==> src/shared/mfrs_pkg.sv <==
package mfrs_pkg;
  // ----------------------------------------
  // Timing
  // ----------------------------------------
  localparam int unsigned CLK_FREQ_HZ = 50_000_000;
  localparam int unsigned RST_LOW_MIN_US = 1;
  localparam int unsigned RST_HIGH_MIN_US = 1;
  localparam int unsigned RST_TO_CMD_MIN_US = 200;
  localparam int unsigned RST_LOW_CYC = (RST_LOW_MIN_US * (CLK_FREQ_HZ / 1_000_000));
  localparam int unsigned RST_HIGH_CYC = (RST_HIGH_MIN_US * (CLK_FREQ_HZ / 1_000_000));
  localparam int unsigned RST_TO_CMD_CYC = (RST_TO_CMD_MIN_US * (CLK_FREQ_HZ / 1_000_000));
  localparam int unsigned INIT_CLK_CYC = 74;
  localparam int unsigned CNT_W = 16;
  // ----------------------------------------
  // Pre-load size limit
  // ----------------------------------------
  localparam logic [31:0] PRELOAD_LIMIT_RST = 32'h0000_1000;
  localparam logic [31:0] PRELOAD_LIMIT_ENH = 32'h0000_0800;
  // ----------------------------------------
  // Strobe source selection
  // ----------------------------------------
  typedef enum logic [1:0] {MFRS_DS_IDLE, MFRS_DS_RESP, MFRS_DS_RDATA, MFRS_DS_CRC} mfrs_ds_src_t;
endpackage

==> src/shared/mfrs_if.sv <==
`timescale 1ns/1ps
`default_nettype none
interface mfrs_if;
  logic rst_n;
  logic bus_clk;
  logic cmd_valid;
  logic [5:0] cmd_index;
  logic [31:0] cmd_arg;
  logic resp_valid;
  logic strobe;
  logic strobe_oe;
  logic hs400;
  logic ready;
  modport host_end (output rst_n, output bus_clk, output cmd_valid, output cmd_index,
    output cmd_arg, output hs400, input resp_valid, input strobe, input strobe_oe, input ready);
  modport dev_end (input rst_n, input bus_clk, input cmd_valid, input cmd_index,
    input cmd_arg, input hs400, output resp_valid, output strobe, output strobe_oe, output ready);
endinterface
`default_nettype wire

==> src/verilog/mfrs_host.sv <==
`timescale 1ns/1ps
`default_nettype none
module mfrs_host
  import mfrs_pkg::*;
(
  input wire logic clk_sys_in,
  input wire logic sys_rst_in,
  mfrs_if.host_end link,
  input wire logic reset_req_in,
  input wire logic cmd_req_in,
  input wire logic [5:0] cmd_index_in,
  input wire logic [31:0] cmd_arg_in,
  input wire logic hs400_in,
  output logic busy_out,
  output logic cmd_ok_out
);
  typedef enum logic [1:0] {MFRS_H_IDLE, MFRS_H_LOW, MFRS_H_WAIT} mfrs_hst_t;
  mfrs_hst_t st, next_st;
  logic [CNT_W-1:0] cnt, next_cnt;
  logic [CNT_W-1:0] gap, next_gap;
  logic [6:0] clks, next_clks;
  logic rstn, next_rstn;
  logic ck, next_ck;
  logic cv, next_cv;
  logic [5:0] ci, next_ci;
  logic [31:0] ca, next_ca;
  // Registered so that every output leaves a flip-flop
  logic busy, next_busy;
  logic hs, next_hs;

  always_comb
  begin
    next_st = st;
    next_cnt = cnt;
    next_gap = (gap != '0) ? gap - 1'b1 : gap;
    next_rstn = rstn;
    next_ck = !ck;
    next_clks = (ck && clks != 7'h7F) ? clks + 7'h01 : clks;
    next_cv = 1'b0;
    next_ci = ci;
    next_ca = cmd_arg_in;
    case (st)
      MFRS_H_IDLE:
        if (reset_req_in && gap == '0)
        begin
          next_st = MFRS_H_LOW;
          next_rstn = 1'b0;
          next_cnt = CNT_W'(RST_LOW_CYC);
        end
        else if (cmd_req_in)
        begin
          next_cv = 1'b1;
          next_ci = cmd_index_in;
        end
      MFRS_H_LOW:
        if (cnt <= 1)
        begin
          next_st = MFRS_H_WAIT;
          next_rstn = 1'b1;
          next_cnt = CNT_W'(RST_TO_CMD_CYC);
          next_gap = CNT_W'(RST_HIGH_CYC);
          next_clks = 7'h00;
        end
        else
          next_cnt = cnt - 1'b1;
      MFRS_H_WAIT:
        // Both the wait and the clock count must elapse
        if (cnt <= 1 && clks >= 7'(INIT_CLK_CYC))
          next_st = MFRS_H_IDLE;
        else if (cnt > 1)
          next_cnt = cnt - 1'b1;
      default:
        next_st = MFRS_H_IDLE;
    endcase
    next_busy = (next_st != MFRS_H_IDLE);
    next_hs = hs400_in;
  end

  always_ff @(posedge clk_sys_in)
  begin
    if (sys_rst_in)
    begin
      st <= MFRS_H_IDLE;
      cnt <= '0;
      gap <= '0;
      clks <= 7'h00;
      rstn <= 1'b1;
      ck <= 1'b0;
      cv <= 1'b0;
      ci <= 6'h00;
      ca <= 32'h0000_0000;
      busy <= 1'b0;
      hs <= 1'b0;
    end
    else
    begin
      st <= next_st;
      cnt <= next_cnt;
      gap <= next_gap;
      clks <= next_clks;
      rstn <= next_rstn;
      ck <= next_ck;
      cv <= next_cv;
      ci <= next_ci;
      ca <= next_ca;
      busy <= next_busy;
      hs <= next_hs;
    end
  end

  assign link.rst_n = rstn;
  assign link.bus_clk = ck;
  assign link.cmd_valid = cv;
  assign link.cmd_index = ci;
  assign link.cmd_arg = ca;
  assign link.hs400 = hs;
  assign busy_out = busy;
  assign cmd_ok_out = cv;
endmodule
`default_nettype wire
==> src/flat_wrapper.sv <==
// flat-port wrapper written by rule: the top's interface ports become plain ports
module mfrs_host_flat import mfrs_pkg::*;
  (clk_sys_in, sys_rst_in, reset_req_in, cmd_req_in, cmd_index_in, cmd_arg_in, hs400_in, busy_out, cmd_ok_out, link_rst_n, link_bus_clk, link_cmd_valid, link_cmd_index, link_cmd_arg, link_hs400, link_resp_valid, link_strobe, link_strobe_oe, link_ready);
  mfrs_if link_i ();
  input wire logic clk_sys_in;
  input wire logic sys_rst_in;
  input wire logic reset_req_in;
  input wire logic cmd_req_in;
  input wire logic [5:0] cmd_index_in;
  input wire logic [31:0] cmd_arg_in;
  input wire logic hs400_in;
  output logic busy_out;
  output logic cmd_ok_out;
  output wire logic [$bits(link_i.rst_n)-1:0] link_rst_n;
  output wire logic [$bits(link_i.bus_clk)-1:0] link_bus_clk;
  output wire logic [$bits(link_i.cmd_valid)-1:0] link_cmd_valid;
  output wire logic [$bits(link_i.cmd_index)-1:0] link_cmd_index;
  output wire logic [$bits(link_i.cmd_arg)-1:0] link_cmd_arg;
  output wire logic [$bits(link_i.hs400)-1:0] link_hs400;
  input wire logic [$bits(link_i.resp_valid)-1:0] link_resp_valid;
  input wire logic [$bits(link_i.strobe)-1:0] link_strobe;
  input wire logic [$bits(link_i.strobe_oe)-1:0] link_strobe_oe;
  input wire logic [$bits(link_i.ready)-1:0] link_ready;
  assign link_rst_n = link_i.rst_n;
  assign link_bus_clk = link_i.bus_clk;
  assign link_cmd_valid = link_i.cmd_valid;
  assign link_cmd_index = link_i.cmd_index;
  assign link_cmd_arg = link_i.cmd_arg;
  assign link_hs400 = link_i.hs400;
  assign link_i.resp_valid = link_resp_valid;
  assign link_i.strobe = link_strobe;
  assign link_i.strobe_oe = link_strobe_oe;
  assign link_i.ready = link_ready;
  mfrs_host u_core (.clk_sys_in(clk_sys_in), .sys_rst_in(sys_rst_in), .link(link_i), .reset_req_in(reset_req_in), .cmd_req_in(cmd_req_in), .cmd_index_in(cmd_index_in), .cmd_arg_in(cmd_arg_in), .hs400_in(hs400_in), .busy_out(busy_out), .cmd_ok_out(cmd_ok_out));
endmodule
==> config.mk <==
export PLATFORM = sky130hd
export DESIGN_NAME = mfrs_host_flat
export DESIGN_NICKNAME = d
export VERILOG_FILES = /design/src/shared/mfrs_pkg.sv /design/src/shared/mfrs_if.sv /design/src/verilog/mfrs_host.sv /design/src/flat_wrapper.sv
export SDC_FILE = /design/constraint.sdc
export NUM_CORES = 1
export LEC_CHECK = 0
export BUFFER_PORTS_ARGS = -buffer_cell sky130_fd_sc_hd__buf_4
export CORE_ASPECT_RATIO = 0.8
export CORE_MARGIN = 2
export CORE_UTILIZATION = 38
export DETAILED_ROUTE_END_ITERATION = 10
export GPL_TIMING_DRIVEN = 0
export REMOVE_ABC_BUFFERS = 1
export SYNTH_ARGS = -nofsm -noshare
export SYNTH_HDL_FRONTEND = slang
export SYNTH_SLANG_ARGS = --single-unit
==> constraint.sdc <==
create_clock -name clk_sys_in -period 3.3 [get_ports clk_sys_in]
set_clock_uncertainty 0.05 [all_clocks]
set_input_delay 0.495 -clock clk_sys_in [delete_from_list [all_inputs] [get_ports clk_sys_in]]
set_output_delay 0.495 -clock clk_sys_in [all_outputs]
set_load 0.01 [all_outputs]
==> metrics.md, run 1 <==
| Metric | Value |
|---|---|
| Status | finished clean |
| Detail Placement HPWL | approximately 5000 µm |
| Cells after synthesis | 380 |
| Setup TNS | 0 ns |
| Top post-synthesis cells by area | dfxtp_1 48%, nor2b_1 6.5%, nor2_1 4.5% |
| EDFF count, synth | 0 |
| Clock Tree Buf Depth | 2 |
| Slowest cell on crit path | a211oi_4 |
| Pins Over Slew Limit | 0 |
| Mapped cell area | 3480 µm² |
| Starting density of the core | 0.388 |
| Initial DRC Count | 169 |
| CP Class | reg2reg |
| Required @ worst endpoint | 3.49 ns |
| Area of the multi-input gates | 1680 µm² |
| Sequential power share | 0.340 |
| Synth Register Bits | 84 |
| Crit. End Element | flop |
| Post-CTS setup buffers | 0 |
| Hold Vio Cnt, Final | 0 |
| Post-synthesis sequential area ratio | 0.483 |
| Final worst path period need | approximately 2.9 ns |
| Core Rows | 31 |
| Pleak | 1.92 nW |
| Clock Sink Count | 84 |
| CTS Hold Bufs | 0 |
| Ant diodes | 0 |
| DRC viols | 0 |
| Pwr Density | 857 nW/µm² |
| Storage element area | approximately 1700 µm² |
| Antenna violations before repair | 0 |
| CP Buf/Inv Count | 0 |
| Share of cells above drive strength 1 | 0.241 |
| # IOs | 91 |
| Core Area | 8960 µm² |
| Fillers | approximately 850 |
| Final setup fails | 0 |
| F_max | about 350 MHz |
| CTS tree | built |
| Worst Setup Start Kind | flop |
| Detailed Routing Iterations Pass 1 | 4 |
| DR vias/cell | 4.92 |
| Die ar. | 9940 µm² |
| MaxCap Viol Count | 0 |
| Setup ws final | 0.407 ns |
| Vias in the first global route | roughly 2400 |
| Gp weighted congestion | 0.805 |
| H-tree depth | 3 |
| Slowest stage delay, CP | 0.69 ns |
| Clock Tree Root | clkbuf_16 |
| DP Worst Slack | 0.148 ns |
| Port bufs | 86 |
| Global-route wire length before repair | between 10000 and 15000 µm |
| Tightest Pin Transition | 0.941 ns |
| RSZ-0062 raised after global routing | no |
| Worst slew margin | 0.364 |
| Synth Flop Type | dfxtp_1 |
| P_sw | 1.43 mW |
| Peak VDD IR | 0.000314 V |
| Die H | between 80 and 90 µm |
| Unique masters post-synth | 54 |
| Asr flop ratio synth | 0 |
| Top Family by Delay on Critical Path | compound AO/OA/AOI/OAI gates |
| Antenna viol nets, final | 0 |
| Clock power frac | 0.263 |
| Critical Path AT | between 3 and 4 ns |
| Clock buffer count from CTS | 9 |
| Die W | 111 µm |
| Syn_area_per_cell | 9.16 µm² |
| Largest net degree at the start of global routing | slightly below 70 |
| Crit path cell chain | or4_4 > and4b_1 > a21boi_2 > a211oi_4 > nand2_1 > o32ai_1 |
| GRT overflow | 0 |
| Post-synth top area share | 0.483 |
| Total Routed Length | 7320 µm |
| Wire length per cell | 12.6 µm |
| Area Growth Syn to Fin | 28.9% |
| Post-CTS resize count | 0 |
| Switching Share | 0.372 |
| Worst-path clk slew | about 0.070 ns |
| Yosys top cell by area | dfxtp_1 |
| Routed vias | around 2900 |
| Synth Warn # | 0 |
| Gr usage total | 0.141 |
| Clock latency on the worst-skew pair | 0.33 ns |
| Nets | 516 |
| Internal power | 2.41 mW |
| Worst hold path class | in2reg |
| Tcrit/Tclk final | 0.877 |
| Crit Path Max Fanout | 16 |
| Combinational share of power | 0.396 |
==> kinds of logic (layout without fill, tap and decap cells) <==
kind of cell / count (synthesis) / after routing / synth area share
muxes: 1 / 1 / 0.00288
DFF: 84 / 84 / 0.483
xor gates and xnor gates: 19 / 19 / 0.0478
adders and majority gates: 9 / 9 / 0.0324
buffers and inverters: 25 / 110 / 0.0367
AOI/OAI and AO/OA: 67 / 67 / 0.130
and+or+nand+nor: 175 / 175 / 0.267
==> worst paths after layout <==
check,slack [ns],depth (start not counted),from,endpoint
hold reg to reg,0.41,1,u_core.link.bus_clk,u_core.link.bus_clk
setup / recovery,0.41,6,u_core.gap[7],u_core.cnt[7]
hold / removal,0.31,2,cmd_arg_in[14],u_core.link.cmd_arg[14]
setup reg to reg,0.41,6,u_core.gap[7],u_core.cnt[7]
==> synthesized netlist by cell type, types with 2 or more instances <==
cell      instances
o21ai_0           5
o22ai_1           2
nand3_1          20
or2_2             3
a22oi_1           2
nand2b_1          9
ha_1              9
clkbuf_1         12
xor2_1           13
nand4_1           4
xnor2_1           6
a31oi_1           4
nand2_1          24
nor2_1           42
a221oi_1          2
inv_1             8
buf_6             4
a21o_1            3
nor2b_1          36
nor3_1           10
nor4_1            6
o31ai_1           2
nand4b_1          5
or3_1             2
o21a_1            3
dfxtp_1          84
o21bai_1          2
a21oi_1          28
and3_1            4
nor4b_1           2
==> routing by layer <==
layer / GRT usage / vias up / part of all wire
met1: 0.188 / 1307 / 0.49
met3: 0.0497 / 6 / 0.059
met2: 0.219 / 67 / 0.44
met4: 0.0409 / 0 / 0.012
li1: - / 1474 / -
met5: 0 / - / 0
==> final cells by class <==
type	instances	area share
clock inverter	7	0.0179
timing repair buffer	86	0.144
multi-input combinational	271	0.374
inverter	8	0.00670
clock buffer	9	0.0502
sequential	84	0.375
tap	115	0.0321
==> registers in the layout (all words and copies together) (netlist names) <==
| register | flops |
|---|---|
| u_core.busy_out | 1 |
| u_core.clks | 7 |
| u_core.cmd_ok_out | 1 |
| u_core.cnt | 16 |
| u_core.gap | 16 |
| u_core.link.bus_clk | 1 |
| u_core.link.cmd_arg | 32 |
| u_core.link.cmd_index | 6 |
| u_core.link.hs400 | 1 |
| u_core.link.rst_n | 1 |
| u_core.st | 2 |
==> cells in the final DEF, fill, tap and decap left out, types with 2 or more instances in the layout <==
| cell type | instances |
|---|---|
| xnor2_1 | 6 |
| a22oi_1 | 2 |
| nor4_1 | 6 |
| inv_1 | 8 |
| or2_2 | 3 |
| nor2b_1 | 36 |
| o21a_1 | 3 |
| o21ai_0 | 5 |
| ha_1 | 9 |
| and3_1 | 4 |
| xor2_1 | 13 |
| nand2_1 | 24 |
| buf_4 | 86 |
| or3_1 | 2 |
| o22ai_1 | 2 |
| nand4b_1 | 5 |
| a31oi_1 | 4 |
| clkinvlp_4 | 2 |
| a221oi_1 | 2 |
| inv_6 | 3 |
| o31ai_1 | 2 |
| nor3_1 | 10 |
| a21oi_1 | 28 |
| a21o_1 | 3 |
| clkbuf_16 | 9 |
| nor2_1 | 42 |
| nand3_1 | 20 |
| dfxtp_1 | 84 |
| o21bai_1 | 2 |
| nand2b_1 | 9 |
| nand4_1 | 4 |
| nor4b_1 | 2 |
==> metrics by stage <==
| stage | cell area, µm² | instances | hold slack, ns | util | power [mW] |
|---|---|---|---|---|---|
| after global placement | 4170 | 564 | 0.389 | 0.466 | 2.81 |
| after global routing | 4480 | 580 | 0.308 | 0.500 | 4.15 |
| after floorplan | 3380 | 363 | 0.405 | - | 2.42 |
| after CTS | 4480 | 580 | 0.308 | 0.500 | 3.86 |
| final | 4480 | 580 | 0.315 | 0.500 | 3.84 |
| after detailed placement | 4170 | 564 | 0.393 | 0.466 | 2.82 |
==> power groups by stage <==
stage / sequential (mW) / combinational [mW] / clock [mW]
2_1_floorplan: 1.33 / 1.10 / 0
3_3_place_gp: 1.32 / 1.48 / 0
3_5_place_dp: 1.33 / 1.50 / 0
4_1_cts: 1.31 / 1.51 / 1.05
5_1_grt: 1.33 / 1.73 / 1.09
6_report: 1.31 / 1.52 / 1.01
==> worst reg2reg max path, cell delays in order, from the launching register on <==
cell and delay (ns):
dfxtp_1 0.34, or4_4 0.56, and4b_1 0.42, a21boi_2 0.23, a211oi_4 0.69, nand2_1 0.20, o32ai_1 0.31
Power figures use the tool's default switching activity.
==> run 2: changes to the inputs <==
- MAX_ROUTING_LAYER: default -> met4
==> metrics.md, run 2 (synthesis gave the netlist of run 1 again) <==
| Metric | Value |
|---|---|
| Most frequent cells in the layout | 86 x buf_4, 84 x dfxtp_1, 42 x nor2_1 |
| Vias in the first global route | about 2400 |
| CP Class | reg2reg |
| Die ar. | between 9000 and 10000 µm² |
| DR vias/cell | a little under 5 |
| Detail Placement HPWL | 4990 µm |
| # IOs | 91 |
| Largest net degree at the start of global routing | 69 |
| Core Rows | 31 |
| Final worst path period need | approximately 2.9 ns |
| Pins Over Slew Limit | 0 |
| Tightest Pin Transition | 0.941 ns |
| Global-route wire length before repair | between 10000 and 15000 µm |
| Starting density of the core | 0.388 |
| Detailed Routing Iterations Pass 1 | 4 |
| Worst Setup Start Kind | flop |
| Switching Share | 0.372 |
| Sequential power share | 0.340 |
| CTS tree | built |
| Ant diodes | 0 |
| Crit path cell chain | or4_4 > and4b_1 > a21boi_2 > a211oi_4 > nand2_1 > o32ai_1 |
| Hold Vio Cnt, Final | 0 |
| H-tree depth | 3 |
| Worst slew margin | 0.364 |
| Initial DRC Count | 187 |
| Die W | 111 µm |
| Slowest cell on crit path | a211oi_4 |
| Pleak | 1.92 nW |
| P_sw | 1.43 mW |
| Critical Path AT | 3.08 ns |
| Share of cells above drive strength 1 | 0.241 |
| Status | finished clean |
| Area Growth Syn to Fin | 28.9% |
| Gp weighted congestion | slightly above 0.8 |
| Pwr Density | roughly 860 nW/µm² |
| F_max | 346 MHz |
| Gr usage total | 0.145 |
| Clock buffer count from CTS | 9 |
| Antenna violations before repair | 0 |
| Peak VDD IR | 0.000314 V |
| Antenna viol nets, final | 0 |
| Clock power frac | 0.264 |
| Port bufs | 86 |
| Final setup fails | 0 |
| Internal power | 2.41 mW |
| Clock Sink Count | 84 |
| Slowest stage delay, CP | 0.69 ns |
| Wire length per cell | 12.6 µm |
| Setup TNS | 0 ns |
| Routed vias | 2851 |
| Clock Tree Buf Depth | 2 |
| Core Area | 8960 µm² |
| Max reg flops | 32 |
| Worst-path clk slew | approximately 0.070 ns |
| Tcrit/Tclk final | 0.877 |
| Clock latency on the worst-skew pair | 0.34 ns |
| Clock Tree Root | clkbuf_16 |
| Min Hold Slack | 0.312 ns |
| Nets | 516 |
| Post-CTS setup buffers | 0 |
| Worst hold path class | in2reg |
| Required @ worst endpoint | approximately 3.5 ns |
| GRT overflow | 0 |
| Crit Path Max Fanout | 16 |
| Top Family by Delay on Critical Path | compound AO/OA/AOI/OAI gates |
| Commonest non-fill, non-tap cell in the layout | buf_4 |
| Crit. End Element | flop |
| Fillers | 853 |
| CP Buf/Inv Count | 0 |
| Total Routed Length | 7290 µm |
| MaxCap Viol Count | 0 |
| DRC viols | 0 |
| RSZ-0062 raised after global routing | no |
| Combinational share of power | 0.395 |
| Die H | ~90 µm |
==> run 2: worst paths after layout <==
| check | from | end | slack, ns | depth (start not counted) |
|---|---|---|---|---|
| worst max-delay path | u_core.gap[7] | u_core.cnt[7] | 0.41 | 6 |
| worst min-delay path | cmd_arg_in[14] | u_core.link.cmd_arg[14] | 0.31 | 2 |
| worst max register to register | u_core.gap[7] | u_core.cnt[7] | 0.41 | 6 |
| worst min register to register | u_core.link.bus_clk | u_core.link.bus_clk | 0.41 | 1 |
==> run 2: per-stage QoR <==
| step | util | power (mW) | setup slack, ns | cells | cell area (µm²) |
|---|---|---|---|---|---|
| after floorplan | - | 2.42 | 0.779 | 363 | 3380 |
| after CTS | 0.500 | 3.86 | 0.135 | 580 | 4480 |
| after detailed placement | 0.466 | 2.82 | 0.148 | 564 | 4170 |
| after global routing | 0.500 | 4.15 | 0.180 | 580 | 4480 |
| final | 0.500 | 3.84 | 0.406 | 580 | 4480 |
| after global placement | 0.466 | 2.81 | 0.208 | 564 | 4170 |
==> run 2: routing by layer <==
layer	vias to the layer above	share of wire	wire length (µm)	global-route usage
met4	0	0.0055	40	0.0409
met3	4	0.054	393	0.0497
li1	1472	-	-	-
met1	1315	0.50	3610	0.188
met2	60	0.45	3250	0.219
met5	-	0	0	-
==> run 2: worst reg2reg max path, delay by kind of cell, from the launching register on <==
family	cells	cell delay [ns]
AND/OR/NAND/NOR	3	1.18
flip-flops	1	0.34
AO/OA/AOI/OAI	3	1.24
==> run 2: power by group through the flow <==
stage,clock [mW],combinational (mW),sequential [mW]
floorplan,0,1.10,1.33
global placement,0,1.48,1.32
detailed placement,0,1.50,1.33
CTS,1.05,1.51,1.31
global route,1.09,1.73,1.33
finish,1.02,1.52,1.31
==> run 2: layout make-up <==
| type | count | area, µm² | share of cell area |
|---|---|---|---|
| repair buffers | 86 | 646 | 0.144 |
| clock inverters | 7 | 80.1 | 0.0179 |
| inverters | 8 | 30.0 | 0.00670 |
| clock buffers | 9 | 225 | 0.0502 |
| multi-input cells | 271 | 1680 | 0.374 |
| well taps | 115 | 144 | 0.0321 |
| flip-flops and latches | 84 | 1680 | 0.375 |
==> run 2: timing repair <==
item,4_1_cts,5_1_grt
endpoints found under the setup margin,0,2
hold buffers,0,0
gates resized for setup,0,1
==> run 3: changes to the inputs <==
- ABC_AREA: default -> 1
==> metrics.md, run 3 <==
| Metric | Value |
|---|---|
| Status | finished clean |
| Share of cells above drive strength 1 | 0.201 |
| Setup TNS | 0 ns |
| Most common cell in the netlist | nor2_1 |
| Starting density of the core | 0.390 |
| Post-synthesis sequential area ratio | 0.447 |
| Slowest cell on crit path | nand2_1 |
| Worst hold path class | in2reg |
| Area Growth Syn to Fin | 28.4% |
| EDFF count, synth | 0 |
| Gp weighted congestion | 0.835 |
| Largest net degree at the start of global routing | 52 |
| Area of the multi-input gates | around 1700 µm² |
| Die W | 115 µm |
| GRT overflow | 0 |
| Commonest non-fill, non-tap cell in the layout | nor2_1 |
| Gr usage total | 0.175 |
| Wire length per cell | 11.8 µm |
| Top post-synthesis cells by area | dfxtp_1 45%, nor2_1 10%, nand2_1 8.9% |
| MaxCap Viol Count | 0 |
| Clock buffer count from CTS | 9 |
| Die H | 93.0 µm |
| Synth Register Bits | 84 |
| Vias in the first global route | 3054 |
| GR met1 Demand/Resource | 0.238 |
| Tightest Pin Transition | 0.754 ns |
| Port bufs | 86 |
| Detail Placement HPWL | 6370 µm |
| Mapped cell area | 3760 µm² |
| Peak VDD IR | roughly 0.00038 V |
| DR vias/cell | 4.52 |
| Max reg flops | 32 |
| Clock Tree Buf Depth | 2 |
| Routed vias | 3338 |
| Post-CTS resize count | 0 |
| Crit. End Element | flop |
| Syn_area_per_cell | 7.33 µm² |
| Core Area | 9650 µm² |
| Synth Flop Type | dfxtp_1 |
| Final worst path period need | 2.40 ns |
| Crit path top cell by count | nand2_1 |
| CTS tree | built |
| Asr flop ratio synth | 0 |
| Initial DRC Count | between 100 and 150 |
| DRC viols | 0 |
| Met2 usage | 0.240 |
| Worst Setup Start Kind | flop |
| Nets | 655 |
| Hold Vio Cnt, Final | 0 |
| Setup ws final | between 0.8 and 0.9 ns |
| CTS Hold Bufs | 0 |
| Crit path cell chain | inv_1 > ha_1 > inv_1 > nand2_1 > nand2_1 > nor2_4 > nand3_1 > nand2_1 > a211oi_1 |
| Pins Over Slew Limit | 0 |
| Clock latency on the worst-skew pair | ~0.33 ns |
| Antenna viol nets, final | 0 |
| Worst slew margin | 0.496 |
| Pwr Density | 853 nW/µm² |
| Detailed Routing Iterations Pass 1 | 4 |
| Most frequent cells in the layout | 105 x nor2_1, 89 x nand2_1, 86 x buf_4 |
| CP Class | reg2reg |
| Unique masters post-synth | 38 |
| Storage element area | 1680 µm² |
| Total Routed Length | 8760 µm |
| F_max | 416 MHz |
| Pleak | 2.41 nW |
| Antenna violations before repair | 0 |
| Global-route wire length before repair | ~14000 µm |
| Required @ worst endpoint | 3.49 ns |
| DP Worst Slack | 0.955 ns |
| Critical Path AT | 2.59 ns |
| Cells after synthesis | 513 |
| Crit Path Max Fanout | 20 |
| GR peak layer | met2 |
| Clock Tree Root | clkbuf_16 |
| Met3 Use GR | 0.0674 |
| Slowest stage delay, CP | 0.58 ns |
| Min Hold Slack | 0.309 ns |
| Clock Sink Count | 84 |
| Synth Warn # | 0 |
| Die ar. | 10700 µm² |
| Ant diodes | 0 |
| Synth cell count leaders | 105 x nor2_1, 89 x nand2_1, 84 x dfxtp_1 |
| RSZ-0062 raised after global routing | no |
| Worst-path clk slew | ~0.060 ns |
| Final setup fails | 0 |
| Post-CTS setup buffers | 0 |
| Fillers | 951 |
| H-tree depth | 3 |
| Post-synth top area share | 0.447 |
| Core Rows | 32 |
| Tcrit/Tclk final | 0.728 |
| Yosys top cell by area | dfxtp_1 |
| # IOs | 91 |
==> run 3: cell count changes after synthesis, sizes merged, moves of 6 or more <==
cell / delta
inv: +71
nand2: +68
nand2b: -9
nand3: +23
nor2: +72
nor2b: -36
nor4: -6
o21ai: +7
==> run 3: final timing paths <==
path | from | endpoint | slack, ns | depth (start not counted)
worst min register to register | u_core.link.bus_clk | u_core.link.bus_clk | 0.40 | 1
worst max-delay path | u_core.cnt[0] | u_core.gap[7] | 0.90 | 9
worst min-delay path | cmd_arg_in[7] | u_core.link.cmd_arg[7] | 0.31 | 3
worst max register to register | u_core.cnt[0] | u_core.gap[7] | 0.90 | 9
==> run 3: per-layer routing <==
layer / part of all wire / vias up
met1: 0.50 / 1461
met5: 0 / -
li1: - / 1768
met4: 0.013 / 0
met2: 0.40 / 99
met3: 0.077 / 10
==> run 3: logic make-up after synthesis <==
| kind of cell | Yosys count | synth area share |
|---|---|---|
| compound gates | 44 | 0.0636 |
| xor+xnor | 14 | 0.0326 |
| fa+ha+maj | 9 | 0.0300 |
| buf+inv | 90 | 0.0969 |
| flops | 84 | 0.447 |
| simple gates | 272 | 0.330 |
==> run 3: metrics by stage <==
step / total power [mW] / utilization / cell area, µm² / std cells
after floorplan: 2.61 / - / 3700 / 502
after global placement: 3.03 / 0.468 / 4510 / 724
after detailed placement: 3.06 / 0.468 / 4510 / 724
after CTS: 4.15 / 0.500 / 4830 / 739
after global routing: 4.45 / 0.500 / 4830 / 739
final: 4.12 / 0.500 / 4830 / 739
==> run 3: cell type report <==
| class | instances | share of cell area |
|---|---|---|
| inverters | 79 | 0.0630 |
| clock inverters | 6 | 0.0181 |
| flip-flops and latches | 84 | 0.348 |
| clock buffers | 9 | 0.0467 |
| well taps | 136 | 0.0353 |
| repair buffers | 86 | 0.134 |
| multi-input cells | 339 | 0.355 |
==> run 3: critical path: cells and delay by family (launching register included) <==
kind	cells	cell delay (ns)
AOI/OAI and AO/OA	1	0.39
adders and majority gates	1	0.24
buffers and inverters	2	0.18
DFF	1	0.36
and+or+nand+nor	5	1.10
==> run 3: power by group <==
part | switching, mW | internal (mW) | leakage, nW
clock network | 0.414 | 0.660 | 0.156
logic | 1.10 | 0.643 | 1.56
registers | 0.119 | 1.18 | 0.692
total | 1.64 | 2.48 | 2.41
